<file path="src/timer_pair_pkg.sv">
/*
  constants shared by the dual 8-bit timer control block: register offsets,
  control field positions, reset values, clock select and mode codes.
  assumes the including design runs on a single 125 MHz clock.
*/
package timer_pair_pkg;

  // ---------------------------------------------------------------
  // register offsets (byte addresses on the plain register port)
  // ---------------------------------------------------------------
  localparam logic [7:0] TIMER_A_CONTROL_OFS = 8'h1a;
  localparam logic [7:0] TIMER_B_CONTROL_OFS = 8'h1b;
  // compare registers have no printed address
  localparam logic [7:0] TIMER_A_PERIOD_OFS = 8'h20;
  localparam logic [7:0] TIMER_A_WIDTH_OFS = 8'h21;
  localparam logic [7:0] TIMER_B_PERIOD_OFS = 8'h22;
  localparam logic [7:0] TIMER_B_WIDTH_OFS = 8'h23;
  localparam logic [7:0] COUNT_A_OFS = 8'h24;
  localparam logic [7:0] COUNT_B_OFS = 8'h25;

  // ---------------------------------------------------------------
  // control register fields
  // ---------------------------------------------------------------
  localparam int FF_BIT = 7;
  localparam int CK_HI = 6;
  localparam int CK_LO = 4;
  localparam int RUN_BIT = 3;
  localparam int MODE_HI = 2;
  localparam int MODE_LO = 0;
  localparam logic [7:0] CONTROL_RESET = 8'h00;
  localparam logic [7:0] COMPARE_RESET = 8'hff;

  // ---------------------------------------------------------------
  // clock select codes
  // ---------------------------------------------------------------
  localparam logic [2:0] CK_DIV2048 = 3'h0;
  localparam logic [2:0] CK_DIV128 = 3'h1;
  localparam logic [2:0] CK_DIV32 = 3'h2;
  localparam logic [2:0] CK_DIV8 = 3'h3;
  localparam logic [2:0] CK_SLOW = 3'h4;
  localparam logic [2:0] CK_DIV2 = 3'h5;
  localparam logic [2:0] CK_FAST = 3'h6;
  localparam logic [2:0] CK_PIN = 3'h7;

  // ---------------------------------------------------------------
  // mode codes
  // ---------------------------------------------------------------
  localparam logic [2:0] MODE_TIMER8 = 3'h0;
  localparam logic [2:0] MODE_DIVOUT8 = 3'h1;
  localparam logic [2:0] MODE_PWM8 = 3'h2;
  localparam logic [2:0] MODE_CASCADE = 3'h3;
  localparam logic [2:0] MODE_TIMER16 = 3'h4;
  localparam logic [2:0] MODE_WARMUP = 3'h5;
  localparam logic [2:0] MODE_PWM16 = 3'h6;
  localparam logic [2:0] MODE_PULSEGEN = 3'h7;

  // divider taps, as powers of two of the fast clock; TAP_SLOW_DIV8 as a power of two of the slow clock
  localparam int TAP_DIV2048 = 11;
  localparam int TAP_DIV128 = 7;
  localparam int TAP_DIV32 = 5;
  localparam int TAP_DIV8 = 3;
  localparam int TAP_SLOW_DIV8 = 3;
  localparam int PRESCALE_BITS = 12;

  typedef enum logic [1:0] {
    PWR_RUN,
    PWR_IDLE,
    PWR_LOW_SPEED,
    PWR_SLEEP
  } power_mode_t;

endpackage : timer_pair_pkg
</file>
<file path="src/clock_source_select.sv">
/*
  per-channel source clock picker: turns a clock select code, the power
  mode and the divider tap select into one count-enable pulse.
  assumes the prescaler pulses and pin edge pulse are one cycle long and
  already in the ref_clk_in domain.
*/
`timescale 1ns/1ps
module clock_source_select #(
  parameter bit FAST_IN_LOW_POWER = 1'b0
) (
  input wire logic [2:0] clock_select_in,
  input wire logic low_power_in,
  input wire logic divider_tap_select_in,
  input wire logic warmup_mode_in,
  input wire logic fast_tick_in,
  input wire logic div2_tick_in,
  input wire logic div8_tick_in,
  input wire logic div32_tick_in,
  input wire logic div128_tick_in,
  input wire logic div2048_tick_in,
  input wire logic slow_tick_in,
  input wire logic slow_div8_tick_in,
  input wire logic pin_tick_in,
  output logic count_tick_out
);

  // ---------------------------------------------------------------
  // source decode
  // ---------------------------------------------------------------
  // low power keeps only the slow taps, the pin and warm-up fast clock
  always_comb begin
    count_tick_out = 1'b0;
    unique case (clock_select_in)
      timer_pair_pkg::CK_DIV2048: begin
        count_tick_out = (low_power_in || divider_tap_select_in) ? slow_div8_tick_in
                                                                 : div2048_tick_in;
      end
      timer_pair_pkg::CK_DIV128: count_tick_out = !low_power_in && div128_tick_in;
      timer_pair_pkg::CK_DIV32: count_tick_out = !low_power_in && div32_tick_in;
      timer_pair_pkg::CK_DIV8: count_tick_out = !low_power_in && div8_tick_in;
      timer_pair_pkg::CK_SLOW: count_tick_out = slow_tick_in;
      timer_pair_pkg::CK_DIV2: count_tick_out = !low_power_in && div2_tick_in;
      timer_pair_pkg::CK_FAST: begin
        count_tick_out = fast_tick_in &&
                         (!low_power_in || (FAST_IN_LOW_POWER && warmup_mode_in));
      end
      timer_pair_pkg::CK_PIN: count_tick_out = pin_tick_in;
    endcase
  end

endmodule // clock_source_select

</file>
<file path="src/compare_counter.sv">
/*
  8-bit up-counter with period match: counts on enable, clears on stop
  and on match, flags the match for one cycle.
  assumes count_tick_in is a one-cycle enable on ref_clk_in.
*/
`timescale 1ns/1ps
module compare_counter #(
  parameter int WIDTH = 8
) (
  input wire logic ref_clk_in,
  input wire logic rst_n_in,
  input wire logic run_in,
  input wire logic count_tick_in,
  input wire logic [WIDTH-1:0] match_in,
  input wire logic match_enable_in,
  output logic [WIDTH-1:0] count_out,
  output logic match_out,
  output logic overflow_out
);

  logic [WIDTH-1:0] count_d;
  logic hit;

  assign hit = match_enable_in && (count_d == match_in);

  // next count after a tick
  always_comb begin
    count_d = count_out + WIDTH'(1);
  end

  // ---------------------------------------------------------------
  // counter
  // ---------------------------------------------------------------
  // stop clears counter
  always_ff @(posedge ref_clk_in) begin
    if (!rst_n_in || !run_in) begin
      count_out <= '0;
    end else if (count_tick_in) begin
      count_out <= hit ? '0 : count_d;
    end
  end

  // one-cycle match and wrap pulses
  always_ff @(posedge ref_clk_in) begin
    if (!rst_n_in) begin
      match_out <= 1'b0;
      overflow_out <= 1'b0;
    end else begin
      match_out <= run_in && count_tick_in && hit;
      overflow_out <= run_in && count_tick_in && (count_out == '1) && !hit;
    end
  end

endmodule // compare_counter

</file>
<file path="src/timer_pair_control.sv">
/*
  control for a pair of cascadable 8-bit timer/counters: control and
  compare registers, prescaler, source selection, counters and the
  timer flip-flop initial state.
  assumes a plain register port on ref_clk_in, a slow-clock tick
  input from logic on the same clock, and two asynchronous count pins.
*/
// The strobed register port was chosen for this implementation.
`timescale 1ns/1ps
module timer_pair_control #(
  parameter int WIDTH = 8
) (
  input wire logic ref_clk_in,
  input wire logic rst_n_in,
  input wire logic [7:0] reg_addr_in,
  input wire logic [7:0] reg_wdata_in,
  input wire logic reg_write_in,
  input wire logic reg_read_in,
  input wire logic [1:0] power_mode_in,
  input wire logic divider_tap_select_in,
  input wire logic slow_tick_in,
  input wire logic timer_a_pin_in,
  input wire logic timer_b_pin_in,
  output logic [7:0] reg_rdata_out,
  output logic timer_a_match_interrupt_out,
  output logic timer_b_match_interrupt_out,
  output logic timer_a_flipflop_out,
  output logic timer_b_flipflop_out,
  output logic cascade_out,
  output logic [2:0] active_mode_out,
  output logic reserved_mode_out
);

  // ---------------------------------------------------------------
  // register storage
  // ---------------------------------------------------------------
  logic [7:0] timer_a_control_q;
  logic [7:0] timer_b_control_q;
  logic [WIDTH-1:0] timer_a_period_match_q;
  logic [WIDTH-1:0] timer_b_period_match_q;
  logic [WIDTH-1:0] timer_a_pulse_width_q;
  logic [WIDTH-1:0] timer_b_pulse_width_q;

  logic timer_a_flipflop_ctl;
  logic timer_b_flipflop_ctl;
  logic [2:0] timer_a_clock_select;
  logic [2:0] timer_b_clock_select;
  logic timer_a_run;
  logic timer_b_run;
  logic [2:0] timer_a_mode_select;
  logic [2:0] timer_b_mode_select;

  assign timer_a_flipflop_ctl = timer_a_control_q[timer_pair_pkg::FF_BIT];
  assign timer_b_flipflop_ctl = timer_b_control_q[timer_pair_pkg::FF_BIT];
  assign timer_a_clock_select = timer_a_control_q[timer_pair_pkg::CK_HI:timer_pair_pkg::CK_LO];
  assign timer_b_clock_select = timer_b_control_q[timer_pair_pkg::CK_HI:timer_pair_pkg::CK_LO];
  assign timer_a_run = timer_a_control_q[timer_pair_pkg::RUN_BIT];
  assign timer_b_run = timer_b_control_q[timer_pair_pkg::RUN_BIT];
  assign timer_a_mode_select =
    timer_a_control_q[timer_pair_pkg::MODE_HI:timer_pair_pkg::MODE_LO];
  assign timer_b_mode_select =
    timer_b_control_q[timer_pair_pkg::MODE_HI:timer_pair_pkg::MODE_LO];

  // ---------------------------------------------------------------
  // mode decode
  // ---------------------------------------------------------------
  logic cascade;
  logic low_power;
  logic effective_a_run;
  logic effective_b_run;
  logic warmup;

  // top bit of b mode means 16-bit operation
  assign cascade = timer_b_mode_select[2];
  assign low_power = (power_mode_in == 2'(timer_pair_pkg::PWR_LOW_SPEED)) ||
                     (power_mode_in == 2'(timer_pair_pkg::PWR_SLEEP));
  assign warmup = cascade && (timer_b_mode_select == timer_pair_pkg::MODE_WARMUP);
  // in 16-bit both halves follow b run
  assign effective_a_run = cascade ? timer_b_run : timer_a_run;
  assign effective_b_run = timer_b_run;

  // ---------------------------------------------------------------
  // register writes
  // ---------------------------------------------------------------
  // control registers reset to zero
  always_ff @(posedge ref_clk_in) begin
    if (!rst_n_in) begin
      timer_a_control_q <= timer_pair_pkg::CONTROL_RESET;
    end else if (reg_write_in && reg_addr_in == timer_pair_pkg::TIMER_A_CONTROL_OFS) begin
      timer_a_control_q <= reg_wdata_in;
    end
  end

  always_ff @(posedge ref_clk_in) begin
    if (!rst_n_in) begin
      timer_b_control_q <= timer_pair_pkg::CONTROL_RESET;
    end else if (reg_write_in && reg_addr_in == timer_pair_pkg::TIMER_B_CONTROL_OFS) begin
      timer_b_control_q <= reg_wdata_in;
    end
  end

  // compare registers; leave rewrite timing to software
  always_ff @(posedge ref_clk_in) begin
    if (!rst_n_in) begin
      timer_a_period_match_q <= WIDTH'(timer_pair_pkg::COMPARE_RESET);
      timer_b_period_match_q <= WIDTH'(timer_pair_pkg::COMPARE_RESET);
      timer_a_pulse_width_q <= WIDTH'(timer_pair_pkg::COMPARE_RESET);
      timer_b_pulse_width_q <= WIDTH'(timer_pair_pkg::COMPARE_RESET);
    end else if (reg_write_in) begin
      unique case (reg_addr_in)
        timer_pair_pkg::TIMER_A_PERIOD_OFS: timer_a_period_match_q <= WIDTH'(reg_wdata_in);
        timer_pair_pkg::TIMER_A_WIDTH_OFS: timer_a_pulse_width_q <= WIDTH'(reg_wdata_in);
        timer_pair_pkg::TIMER_B_PERIOD_OFS: timer_b_period_match_q <= WIDTH'(reg_wdata_in);
        timer_pair_pkg::TIMER_B_WIDTH_OFS: timer_b_pulse_width_q <= WIDTH'(reg_wdata_in);
        default: begin
        end
      endcase
    end
  end

  // ---------------------------------------------------------------
  // pin synchronisers and edge detect
  // ---------------------------------------------------------------
  logic [1:0] pin_meta_q;
  logic [1:0] pin_sync_q;
  logic [1:0] pin_last_q;
  logic [1:0] pin_tick;

  // first stage feeds only the second
  always_ff @(posedge ref_clk_in) begin
    if (!rst_n_in) begin
      pin_meta_q <= 2'h0;
      pin_sync_q <= 2'h0;
      pin_last_q <= 2'h0;
    end else begin
      pin_meta_q <= {timer_b_pin_in, timer_a_pin_in};
      pin_sync_q <= pin_meta_q;
      pin_last_q <= pin_sync_q;
    end
  end

  // count on rising pin edges
  assign pin_tick = pin_sync_q & ~pin_last_q;

  // ---------------------------------------------------------------
  // prescaler
  // ---------------------------------------------------------------
  logic [timer_pair_pkg::PRESCALE_BITS-1:0] prescale_q;
  logic [timer_pair_pkg::PRESCALE_BITS-1:0] prescale_d;
  logic [timer_pair_pkg::PRESCALE_BITS-1:0] tap_tick;
  logic [2:0] slow_div_q;
  logic slow_div8_tick;

  assign prescale_d = prescale_q + timer_pair_pkg::PRESCALE_BITS'(1);

  // free running; one tick per tap when its low bits roll over
  always_ff @(posedge ref_clk_in) begin
    if (!rst_n_in) begin
      prescale_q <= '0;
    end else begin
      prescale_q <= prescale_d;
    end
  end

  genvar t;
  generate
    for (t = 0; t < timer_pair_pkg::PRESCALE_BITS; t++) begin : g_tap
      // tap t pulses once every 2**t cycles
      if (t == 0) begin : g_zero
        assign tap_tick[t] = 1'b1;
      end else begin : g_rest
        assign tap_tick[t] = &prescale_q[t-1:0];
      end
    end
  endgenerate

  // slow clock divided by eight
  always_ff @(posedge ref_clk_in) begin
    if (!rst_n_in) begin
      slow_div_q <= 3'h0;
    end else if (slow_tick_in) begin
      slow_div_q <= slow_div_q + 3'h1;
    end
  end

  assign slow_div8_tick = slow_tick_in && (slow_div_q == 3'h7);

  // ---------------------------------------------------------------
  // source selection
  // ---------------------------------------------------------------
  logic a_tick;
  logic b_own_tick;
  logic b_tick;
  logic a_match;
  logic b_match;

  clock_source_select #(
    .FAST_IN_LOW_POWER(1'b1)
  ) u_select_a (
    .clock_select_in(timer_a_clock_select),
    .low_power_in(low_power),
    .divider_tap_select_in(divider_tap_select_in),
    .warmup_mode_in(warmup),
    .fast_tick_in(tap_tick[0]),
    .div2_tick_in(tap_tick[1]),
    .div8_tick_in(tap_tick[timer_pair_pkg::TAP_DIV8]),
    .div32_tick_in(tap_tick[timer_pair_pkg::TAP_DIV32]),
    .div128_tick_in(tap_tick[timer_pair_pkg::TAP_DIV128]),
    .div2048_tick_in(tap_tick[timer_pair_pkg::TAP_DIV2048]),
    .slow_tick_in(slow_tick_in),
    .slow_div8_tick_in(slow_div8_tick),
    .pin_tick_in(pin_tick[0]),
    .count_tick_out(a_tick)
  );

  // channel b has no low power fast clock
  clock_source_select #(
    .FAST_IN_LOW_POWER(1'b0)
  ) u_select_b (
    .clock_select_in(timer_b_clock_select),
    .low_power_in(low_power),
    .divider_tap_select_in(divider_tap_select_in),
    .warmup_mode_in(1'b0),
    .fast_tick_in(tap_tick[0]),
    .div2_tick_in(tap_tick[1]),
    .div8_tick_in(tap_tick[timer_pair_pkg::TAP_DIV8]),
    .div32_tick_in(tap_tick[timer_pair_pkg::TAP_DIV32]),
    .div128_tick_in(tap_tick[timer_pair_pkg::TAP_DIV128]),
    .div2048_tick_in(tap_tick[timer_pair_pkg::TAP_DIV2048]),
    .slow_tick_in(slow_tick_in),
    .slow_div8_tick_in(slow_div8_tick),
    .pin_tick_in(pin_tick[1]),
    .count_tick_out(b_own_tick)
  );


  // ---------------------------------------------------------------
  // counters
  // ---------------------------------------------------------------
  logic [WIDTH-1:0] a_count;
  logic [WIDTH-1:0] b_count;
  logic a_match_en;
  logic b_match_en;
  logic [WIDTH-1:0] a_period;
  logic [WIDTH-1:0] b_period;
  logic pair_match;
  logic [2*WIDTH-1:0] pair_count_d;

  // high half steps on the low half carry, in the same tick
  assign b_tick = cascade ? (a_tick && a_count == '1) : b_own_tick;
  // 16-bit match compares both halves at once, so single halves wrap freely
  assign a_match_en = !cascade;
  assign b_match_en = !cascade;
  assign a_period = timer_a_period_match_q;
  assign b_period = timer_b_period_match_q;

  compare_counter #(
    .WIDTH(WIDTH)
  ) u_count_a (
    .ref_clk_in(ref_clk_in),
    .rst_n_in(rst_n_in && !pair_match),
    .run_in(effective_a_run),
    .count_tick_in(a_tick),
    .match_in(a_period),
    .match_enable_in(a_match_en),
    .count_out(a_count),
    .match_out(a_match),
    .overflow_out()
  );

  compare_counter #(
    .WIDTH(WIDTH)
  ) u_count_b (
    .ref_clk_in(ref_clk_in),
    .rst_n_in(rst_n_in && !pair_match),
    .run_in(effective_b_run),
    .count_tick_in(b_tick),
    .match_in(b_period),
    .match_enable_in(b_match_en),
    .count_out(b_count),
    .match_out(b_match),
    .overflow_out()
  );

  // 16-bit match on the tick that reaches the period clears both halves at once,
  // so the pair never shows the period value, just like an 8-bit channel
  assign pair_count_d = {b_count, a_count} + (2*WIDTH)'(1);
  assign pair_match = cascade && timer_b_run && a_tick &&
                      (pair_count_d == {b_period, a_period});

  // ---------------------------------------------------------------
  // outputs
  // ---------------------------------------------------------------
  // match raises the channel interrupt
  always_ff @(posedge ref_clk_in) begin
    if (!rst_n_in) begin
      timer_a_match_interrupt_out <= 1'b0;
      timer_b_match_interrupt_out <= 1'b0;
    end else begin
      timer_a_match_interrupt_out <= !cascade && a_match;
      timer_b_match_interrupt_out <= cascade ? pair_match : b_match;
    end
  end

  // initial flip-flop state while stopped; b controls 16-bit
  always_ff @(posedge ref_clk_in) begin
    if (!rst_n_in) begin
      timer_a_flipflop_out <= 1'b0;
      timer_b_flipflop_out <= 1'b0;
    end else begin
      if (!effective_a_run) begin
        timer_a_flipflop_out <= cascade ? timer_b_flipflop_ctl : timer_a_flipflop_ctl;
      end
      if (!effective_b_run) begin
        timer_b_flipflop_out <= timer_b_flipflop_ctl;
      end
    end
  end

  // decoded operating mode for the waveform logic
  always_ff @(posedge ref_clk_in) begin
    if (!rst_n_in) begin
      cascade_out <= 1'b0;
      active_mode_out <= timer_pair_pkg::MODE_TIMER8;
      reserved_mode_out <= 1'b0;
    end else begin
      cascade_out <= cascade && (timer_a_mode_select == timer_pair_pkg::MODE_CASCADE);
      // in 16-bit the b field names the mode
      active_mode_out <= cascade ? timer_b_mode_select : timer_a_mode_select;
      reserved_mode_out <= (timer_b_mode_select == timer_pair_pkg::MODE_CASCADE);
    end
  end

  // ---------------------------------------------------------------
  // register reads, data one cycle after the strobe
  // ---------------------------------------------------------------
  always_ff @(posedge ref_clk_in) begin
    if (!rst_n_in) begin
      reg_rdata_out <= 8'h00;
    end else if (reg_read_in) begin
      unique case (reg_addr_in)
        timer_pair_pkg::TIMER_A_CONTROL_OFS: reg_rdata_out <= timer_a_control_q;
        timer_pair_pkg::TIMER_B_CONTROL_OFS: reg_rdata_out <= timer_b_control_q;
        timer_pair_pkg::TIMER_A_PERIOD_OFS: reg_rdata_out <= 8'(timer_a_period_match_q);
        timer_pair_pkg::TIMER_A_WIDTH_OFS: reg_rdata_out <= 8'(timer_a_pulse_width_q);
        timer_pair_pkg::TIMER_B_PERIOD_OFS: reg_rdata_out <= 8'(timer_b_period_match_q);
        timer_pair_pkg::TIMER_B_WIDTH_OFS: reg_rdata_out <= 8'(timer_b_pulse_width_q);
        timer_pair_pkg::COUNT_A_OFS: reg_rdata_out <= 8'(a_count);
        timer_pair_pkg::COUNT_B_OFS: reg_rdata_out <= 8'(b_count);
        default: reg_rdata_out <= 8'h00;
      endcase
    end else begin
      reg_rdata_out <= 8'h00;
    end
  end

endmodule // timer_pair_control

</file>
<file path="config.mk">
export PLATFORM = sky130hd
export DESIGN_NAME = timer_pair_control
export DESIGN_NICKNAME = d
export VERILOG_FILES = /design/src/timer_pair_pkg.sv /design/src/clock_source_select.sv /design/src/compare_counter.sv /design/src/timer_pair_control.sv
export SDC_FILE = /design/constraint.sdc
export NUM_CORES = 1
export LEC_CHECK = 0
export BUFFER_PORTS_ARGS = -buffer_cell sky130_fd_sc_hd__buf_2
export CAP_MARGIN = 20
export CORE_ASPECT_RATIO = 0.75
export CORE_MARGIN = 10
export CORE_UTILIZATION = 35
export CTS_BUF_LIST = sky130_fd_sc_hd__clkbuf_8
export CTS_CLUSTER_SIZE = 30
export DETAILED_ROUTE_END_ITERATION = 7
export GPL_ROUTABILITY_DRIVEN = 0
export GPL_TIMING_DRIVEN = 0
export RECOVER_POWER = 100
export REMOVE_ABC_BUFFERS = 1
export SLEW_MARGIN = 20
export SYNTH_ARGS = -nofsm -noshare
export SYNTH_HDL_FRONTEND = slang
export SYNTH_HIERARCHICAL = 1
export SYNTH_SLANG_ARGS = --single-unit
</file>
<file path="constraint.sdc">
create_clock -name ref_clk_in -period 2.7 [get_ports ref_clk_in]
set_clock_uncertainty 0.2 [all_clocks]
set_input_delay 0.405 -clock ref_clk_in [delete_from_list [all_inputs] [get_ports ref_clk_in]]
set_output_delay 0.405 -clock ref_clk_in [all_outputs]
set_load 0.03 [all_outputs]
</file>
==> metrics.cfg, run 1 <==
[status]
run_status=finished, violations left
violations=negative setup slack

[sta]
maxSlewHeadroom_pct=44.42
finalCritPeriodShare_pct=115.5
setup_slack_ns=-0.4175
post-route-min-period_ns=3.118
rsz0062_at_grt=true
setup_viol=18
drv_slew=0
hold_violations=0
worstMarginPinSlew_ns=0.8338
holdWs_ns=0.01396
max_freq_mhz=320.8

[critical_path]
crit_type=flop to flop
r2r-start=timer_b_control_q[2]
crit_fanout=14
required_ns=2.78
end_kind=flop
crit_arrival_ns=3.20
worst_setup_path_start_kind=flop
cp-startpoint=timer_b_control_q[2]

[layout]
finalNonFillerCells=930
ff_latch_area_um2=2081
utilization_pct=39.88
drive_gt1_share_pct=17.50
antenna_cells=0
multi_input_area_um2=3565
finalNetCount=749
final_area_um2=6406
nFillCells=1668
area_growth_pct=11.11

[clock_network]
cts.clk_slew.worst_paths_ns=0.10
clockBufferDepth=2
cts-root-buf=clkbuf_8
clock-sinks=103
clock_latency_ns=0.39
cts_max_level=3
cts_tree=built
cts_made_buffers=9

[synthesis]
netlist_area_um2=5766
syn_avg_cell_area_um2=8.405
syn-instance-count=686
yosys_warnings=6

[die]
die_h_um=131.2
die_area_um2=22060
core_area_um2=16070
dieWidth_um=168.2
placementRows=40
top_level_ports=43
start_util_pct=35.89

[hold_path]
worstHoldPathType=input pin to flop
hp-start=timer_b_pin_in

[grt]
antenna_found_initial=0
grt-ovfl-total=0
grt_pass1_wl_mm=26.04
grt_max_degree=47
grt_pass1_vias=4712
track_usage_pct=14.34

[detailed_routing]
wirelength_mm=16.26
vias=5105
via_per_inst=5.489
highest_layer=met4
wl_met3_um=987
wl_met2_mm=6.441
wl_met1_mm=8.394
drc=0
routedWlPerCell_um=17.49
postRouteAntennaNets=0
drt_iter0_markers=491
first_pass_iters=7

[pwr]
leakage_nw=2.460
power.density_nw_per_um2=408.0
ir_worst_vdd_uv=267.8

[placement]
dpl.hpwl_mm=11.66
placed_cell_area_um2=6048
dp.cells=905
port_buffers=41
dp_slack_ns=-1.044

[run]
drv_cap=0

[per-layer routing]
metal  global-route usage, %  up-vias
met2                   18.76      172
li1                        -     2535
met3                   3.278       29
met4                   5.840        0
met1                   21.53     2369
met5                       0        -
[critical path, cell delays in order (launching register included)]
cell and delay, ns:
dfxtp_2 0.52, inv_1 0.22, nor3b_2 0.25, or2b_1 0.14, a311oi_1 0.08, a21oi_1 0.14
mux2_4 0.20, nand3_2 0.09, nor3_2 0.18, o2111ai_2 0.16, nor4_2 0.27, a41oi_2 0.24
nand2_2 0.24, a21oi_1 0.06
[final timing paths]
check / to / slack (ns) / cells past startpoint
worst max register to register: u_count_a/count_out[0] / -0.42 / 13
worst min register to register: pin_sync_q[1] / 0.24 / 1
worst min-delay path: pin_meta_q[1] / 0.01 / 2
worst max-delay path: u_count_a/count_out[0] / -0.42 / 13
[final cells by class]
class	instances	area share, %
flip-flops and latches	103	32.48
multi-input cells	540	55.64
well taps	210	4.102
inverters	11	0.6641
clock inverters	6	0.6641
clock buffers	10	2.148
repair buffers	50	4.297
[power breakdown]
part           total (W)  internal [W]  switching, W
sequential       0.00154       0.00153    0.00000890
combinational   0.000145     0.0000566     0.0000885
clock           0.000930      0.000366      0.000564
[through the flow]
step	TNS, ns	total power [W]
floorplan	-3.723	0.001632
global placement	-20.93	0.001707
detailed placement	-22.50	0.001710
CTS	-6.478	0.002636
global route	-9.848	0.002708
finish	-7.147	0.002613
[layout by cell type, fill, tap and decap left out, types with 4 or more instances in the layout]
master / instances
nand2_1: 100
dfxtp_1: 92
nor2_1: 56
nand3_1: 46
buf_2: 41
a21oi_1: 40
mux2i_1: 31
xnor2_1: 23
xor2_1: 21
mux2_2: 18
and2_1: 17
o21ai_0: 12
nor2b_1: 10
inv_1: 10
nand4_1: 10
clkbuf_8: 10
o22ai_1: 10
and3_1: 9
nor3_1: 9
nor4_1: 9
dfxtp_2: 9
a222oi_1: 8
buf_4: 8
o211ai_1: 7
ha_1: 7
nand3_2: 5
o21ai_1: 5
and4_1: 5
a211oi_1: 5
nor3b_1: 5
or3_1: 4
and2b_1: 4
[flip-flops by register name, indices dropped and copies added (netlist names)]
signal / flops
pin_meta_q: 2
timer_b_flipflop_out: 1
slow_div_q: 3
timer_a_flipflop_out: 1
pin_sync_q: 2
timer_b_pulse_width_q: 8
pin_last_q: 2
prescale_q: 11
active_mode_out: 3
u_count_b/match_out: 1
reserved_mode_out: 1
timer_a_match_interrupt_out: 1
u_count_b/count_out: 8
timer_b_control_q: 8
timer_b_match_interrupt_out: 1
u_count_a/count_out: 8
reg_rdata_out: 8
cascade_out: 1
timer_a_control_q: 8
timer_a_pulse_width_q: 8
u_count_a/match_out: 1
a_period: 8
b_period: 8
[timing repair]
| action | in CTS | in global routing |
|---|---|---|
| hold buffers | 0 | 1 |
| resized for setup | 31 | 4 |
| buffers inserted | 5 | 3 |
| hold endpoints to repair | 0 | 1 |
| endpoints found under the setup margin | 19 | 19 |
| pin swaps | 14 | 8 |
(Power assumes the default switching activity.)
==> inputs of run 2 (changes only) <==
==> constraint.sdc (replaced) <==
create_clock -name ref_clk_in -period 2.7 [get_ports ref_clk_in]
set_clock_uncertainty 0.2 [all_clocks]
set_input_delay 0.54 -clock ref_clk_in [delete_from_list [all_inputs] [get_ports ref_clk_in]]
set_output_delay 0.54 -clock ref_clk_in [all_outputs]
set_load 0.03 [all_outputs]
==> metrics.cfg, run 2 (synthesized netlist as in run 1, its figures left out) <==
[clock_network]
clock_latency_ns=0.39  ; about the same
cts_made_buffers=9  ; unchanged
cts_tree=built  ; unchanged
cts_max_level=3  ; unchanged
cts-root-buf=clkbuf_8  ; unchanged
cts.clk_slew.worst_paths_ns=0.10  ; about the same
clock-sinks=103  ; unchanged
clockBufferDepth=2  ; unchanged

[grt]
grt_pass1_vias=4712  ; unchanged
track_usage_pct=14.34  ; unchanged
grt_pass1_wl_mm=26.04  ; unchanged
grt-ovfl-total=0  ; unchanged
grt_max_degree=47  ; unchanged
antenna_found_initial=0  ; unchanged

[die]
top_level_ports=43  ; unchanged
dieWidth_um=168.2  ; unchanged
core_area_um2=16070  ; unchanged
placementRows=40  ; unchanged
start_util_pct=35.89  ; unchanged
die_area_um2=22060  ; unchanged
die_h_um=131.2  ; unchanged

[layout]
largest_reg_flops=11  ; unchanged
finalNetCount=748  ; was 749
regMostFlops=prescale_q  ; unchanged
layout_commonest_cell=nand2_1  ; unchanged
utilization_pct=39.81  ; was 39.88%
finalNonFillerCells=929  ; was 930
final_cell_mix=100 x nand2_1, 92 x dfxtp_1, 56 x nor2_1  ; unchanged
antenna_cells=0  ; unchanged
area_growth_pct=10.94  ; was 11.11%
drive_gt1_share_pct=17.52  ; was 17.50%

[sta]
finalCritPeriodShare_pct=116.2  ; was 115.5%
setup_viol=18  ; unchanged
rsz0062_at_grt=true  ; unchanged
holdWs_ns=0.1477  ; was 0.01396 ns
drv_slew=0  ; unchanged
worstMarginPinSlew_ns=0.8580  ; was 0.8338 ns
setup_slack_ns=-0.4382  ; was -0.4175 ns
max_freq_mhz=318.7  ; was 320.8 MHz
post-route-min-period_ns=3.138  ; was 3.118 ns
maxSlewHeadroom_pct=42.80  ; was 44.42%
fin_setup_tns_ns=-7.550  ; was -7.147 ns
hold_violations=0  ; unchanged

[critical_path]
crit_type=flop to flop  ; unchanged
crit_arrival_ns=3.22  ; was 3.20 ns
worst_setup_path_start_kind=flop  ; unchanged
crit_fanout=14  ; unchanged
required_ns=2.78  ; about the same
end_kind=flop  ; unchanged

[hold_path]
worstHoldPathType=input pin to flop  ; unchanged

[detailed_routing]
via_per_inst=5.479  ; was 5.489
drt_iter0_markers=442  ; was 491
wirelength_mm=16.31  ; was 16.26 mm
vias=5090  ; was 5105
first_pass_iters=5  ; was 7
postRouteAntennaNets=0  ; unchanged
routedWlPerCell_um=17.56  ; was 17.49 um
drc=0  ; unchanged

[pwr]
leakage_nw=2.456  ; was 2.460 nW
total_power_w=0.002613  ; about the same
power_frac_seq_pct=58.9  ; about the same
p_int_w=0.001951  ; was 0.001952 W
combPwrFrac_pct=5.5  ; was 5.6%
p_switching_w=0.0006617  ; was 0.0006616 W
power.density_nw_per_um2=408.5  ; was 408.0 nW/um^2
p_clk_share_pct=35.6  ; about the same
ir_worst_vdd_uv=264.1  ; was 267.8 uV
switching_share_pct=25.33  ; was 25.32%

[status]
run_status=finished, violations left  ; unchanged
violations=negative setup slack  ; unchanged

[placement]
dpl.hpwl_mm=11.66  ; unchanged
dp.cells=905  ; unchanged
port_buffers=41  ; unchanged

[run]
drv_cap=0  ; unchanged

-- run 2: cell types whose count changed in the layout (fill, tap and decap cells not counted), sizes merged --
cell	previous run	this run
dlygate4sd3	1	0
-- run 2: area by class of cell --
cell class	count	area, um^2
repair buffers	49	265.3
clock inverters	6	42.54
multi-input cells	540	3565
well taps	210	262.8
clock buffers	10	137.6
inverters	11	42.54
flip-flops and latches	103	2081
fillers	1669	9669
-- run 2: critical path, cell delays in order, from the launching register on --
cell	delay, ns
dfxtp_2	0.53
inv_1	0.22
nor3b_2	0.26
or2b_1	0.15
a311oi_1	0.09
a21oi_1	0.14
mux2_4	0.20
nand3_2	0.09
nor3_2	0.18
o2111ai_2	0.16
nor4_2	0.27
a41oi_2	0.25
nand2_2	0.24
a21oi_1	0.06
-- run 2: per-layer routing --
metal	GRT usage, %	share of wire (%)
met1	21.53	51
met2	18.76	40
met3	3.278	6.4
met4	5.840	2.7
met5	0	0
-- run 2: timing repair --
| item | CTS | global route |
|---|---|---|
| hold buffers | 0 | 0 |
| buffers inserted | 5 | 3 |
| setup endpoints to repair | 20 | 19 |
| resized for setup | 31 | 4 |
| pin swaps | 14 | 8 |
-- run 2: path summary, 6_finish.rpt --
kind	cells past startpoint	slack (ns)	end	start
worst max-delay path	13	-0.44	u_count_a/count_out[0]	timer_b_control_q[2]
worst min-delay path	2	0.15	pin_meta_q[1]	timer_b_pin_in
worst max register to register	13	-0.44	u_count_a/count_out[0]	timer_b_control_q[2]
worst min register to register	1	0.24	pin_sync_q[1]	pin_meta_q[1]
-- run 2: through the flow --
stage          setup WS (ns)  area [um^2]
2_1_floorplan        -0.2185         5580
3_3_place_gp          -1.139         6048
3_5_place_dp          -1.179         6048
4_1_cts              -0.3760         6365
5_1_grt              -0.5765         6396
6_report             -0.4382         6396
-- run 2: power by group through the flow --
| stage | clock [W] | sequential (W) | combinational, W |
|---|---|---|---|
| detailed placement | 0 | 0.00157 | 0.000136 |
| finish | 0.000931 | 0.00154 | 0.000143 |
| CTS | 0.000955 | 0.00154 | 0.000142 |
| global placement | 0 | 0.00157 | 0.000134 |
| global route | 0.00101 | 0.00154 | 0.000155 |
| floorplan | 0 | 0.00157 | 0.0000606 |
==> inputs of run 3 (changes only) <==
--- a/config.mk
+++ b/config.mk
@@ -17,6 +17,7 @@
 export GPL_TIMING_DRIVEN = 0
 export RECOVER_POWER = 100
 export REMOVE_ABC_BUFFERS = 1
+export SETUP_SLACK_MARGIN = 0.2
 export SLEW_MARGIN = 20
 export SYNTH_ARGS = -nofsm -noshare
 export SYNTH_HDL_FRONTEND = slang
==> metrics.cfg, run 3 (synthesized netlist as in run 1, its figures left out) <==
[critical_path]
crit_type=flop to flop  ; unchanged
r2r-start=timer_b_control_q[2]  ; unchanged
crit_fanout=14  ; unchanged
cp-startpoint=timer_b_control_q[2]  ; unchanged
end_kind=flop  ; unchanged
worst_setup_path_start_kind=flop  ; unchanged
r2r_cells=13  ; unchanged
crit_arrival_ns=3.21  ; was 3.22 ns
required_ns=2.78  ; about the same

[layout]
antenna_cells=0  ; unchanged
multi_input_area_um2=3571  ; was 3565 um^2
regMostFlops=prescale_q  ; unchanged
drive_gt1_share_pct=18.57  ; was 17.52%
largest_reg_flops=11  ; unchanged
area_growth_pct=12.30  ; was 10.94%
final_cell_mix=100 x nand2_1, 92 x dfxtp_1, 56 x nor2_1  ; unchanged
finalNetCount=756  ; was 748
layout_commonest_cell=nand2_1  ; unchanged
ff_latch_area_um2=2081  ; unchanged
nFillCells=1661  ; was 1669

[status]
run_status=finished, violations left  ; unchanged
violations=negative setup slack  ; unchanged

[pwr]
switching_share_pct=25.28  ; was 25.33%
power_frac_seq_pct=58.9  ; about the same
ir_worst_vdd_uv=266.0  ; was 264.1 uV
power.density_nw_per_um2=403.4  ; was 408.5 nW/um^2
p_clk_share_pct=35.6  ; about the same
leakage_nw=2.501  ; was 2.456 nW
p_switching_w=0.0006602  ; was 0.0006617 W
combPwrFrac_pct=5.6  ; was 5.5%
p_int_w=0.001952  ; was 0.001951 W
total_power_w=0.002612  ; was 0.002613 W

[die]
die_area_um2=22060  ; unchanged
placementRows=40  ; unchanged
die_h_um=131.2  ; unchanged
top_level_ports=43  ; unchanged
core_area_um2=16070  ; unchanged
start_util_pct=35.89  ; unchanged
dieWidth_um=168.2  ; unchanged

[clock_network]
clockBufferDepth=2  ; unchanged
cts_made_buffers=9  ; unchanged
clock-sinks=103  ; unchanged
cts.clk_slew.worst_paths_ns=0.10  ; about the same
cts_tree=built  ; unchanged
cts_max_level=3  ; unchanged
clock_latency_ns=0.39  ; about the same
cts-root-buf=clkbuf_8  ; unchanged

[detailed_routing]
wirelength_mm=16.27  ; was 16.31 mm
routedWlPerCell_um=17.36  ; was 17.56 um
drt_iter0_markers=488  ; was 442
first_pass_iters=6  ; was 5
via_per_inst=5.470  ; was 5.479
vias=5125  ; was 5090
postRouteAntennaNets=0  ; unchanged
drc=0  ; unchanged

[sta]
rsz0062_at_grt=true  ; unchanged
setup_viol=18  ; unchanged
worstMarginPinSlew_ns=0.8232  ; was 0.8580 ns
holdWs_ns=0.1490  ; was 0.1477 ns
setup_slack_ns=-0.4309  ; was -0.4382 ns
finalCritPeriodShare_pct=116.0  ; was 116.2%
fin_setup_tns_ns=-7.432  ; was -7.550 ns
max_freq_mhz=319.4  ; was 318.7 MHz
post-route-min-period_ns=3.131  ; was 3.138 ns
hold_violations=0  ; unchanged
maxSlewHeadroom_pct=45.12  ; was 42.80%
drv_slew=0  ; unchanged

[grt]
antenna_found_initial=0  ; unchanged
track_usage_pct=14.34  ; unchanged
grt-ovfl-total=0  ; unchanged
grt_pass1_vias=4712  ; unchanged
grt_max_degree=47  ; unchanged
grt_pass1_wl_mm=26.04  ; unchanged

[run]
drv_cap=0  ; unchanged

[hold_path]
hp-start=timer_b_pin_in  ; unchanged
worstHoldPathType=input pin to flop  ; unchanged
min_path_cells=2  ; unchanged

[placement]
dpl.hpwl_mm=11.66  ; unchanged
port_buffers=41  ; unchanged

[run 3: changes by cell type in the layout (fill, tap and decap cells not counted)]
cell,before,now
buf_4,8,15
nor4_2,2,3
buf_12,0,1
nor4_1,9,8
[run 3: area by class of cell]
type | count | share of cell area [%]
Multi-Input combinational cell | 540 | 55.15
Sequential cell | 103 | 32.14
Timing Repair Buffer | 57 | 5.217
Tap cell | 210 | 4.058
Clock buffer | 10 | 2.126
Clock inverter | 6 | 0.6570
Inverter | 11 | 0.6570
[run 3: stage by stage]
step	setup WS [ns]	utilization (%)	area, um^2	instances
final	-0.4309	40.30	6475	937
after global routing	-0.5765	40.30	6475	937
after CTS	-0.3760	39.62	6365	926
after detailed placement	-1.179	37.65	6048	905
after global placement	-1.139	37.65	6048	905
after floorplan	-0.2185	-	5580	654
[run 3: routing by layer]
| metal | track usage, % | wire length [um] | vias up |
|---|---|---|---|
| met5 | 0 | 0 | - |
| met4 | 5.840 | 432 | 0 |
| met3 | 3.278 | 868 | 27 |
| met2 | 18.76 | 6456 | 153 |
| met1 | 21.53 | 8514 | 2400 |
| li1 | - | - | 2545 |
[run 3: path summary, 6_finish.rpt]
kind	end	slack [ns]
worst max-delay path	u_count_a/count_out[0]	-0.43
worst min-delay path	pin_meta_q[1]	0.15
worst max register to register	u_count_a/count_out[0]	-0.43
worst min register to register	pin_sync_q[1]	0.24
[run 3: what timing repair did]
item | CTS | global route
hold buffers | 0 | 0
pin swaps | 14 | 13
resized for setup | 31 | 5
buffers inserted | 5 | 11
setup endpoints to repair | 33 | 59
[run 3: power groups by stage]
stage               Sequential [W]  Clock [W]  Combinational, W
floorplan                  0.00157          0         0.0000606
global placement           0.00157          0          0.000134
detailed placement         0.00157          0          0.000136
CTS                        0.00154   0.000955          0.000142
global route               0.00154    0.00101          0.000157
finish                     0.00154   0.000929          0.000145
[run 3: worst max-delay path, stage by stage, from the launching register on]
cell	delay (ns)
dfxtp_2	0.53
inv_1	0.22
nor3b_2	0.25
or2b_1	0.14
a311oi_1	0.08
a21oi_1	0.14
mux2_4	0.20
nand3_2	0.09
nor3_2	0.18
o2111ai_2	0.16
nor4_2	0.27
a41oi_2	0.25
nand2_2	0.24
a21oi_1	0.06
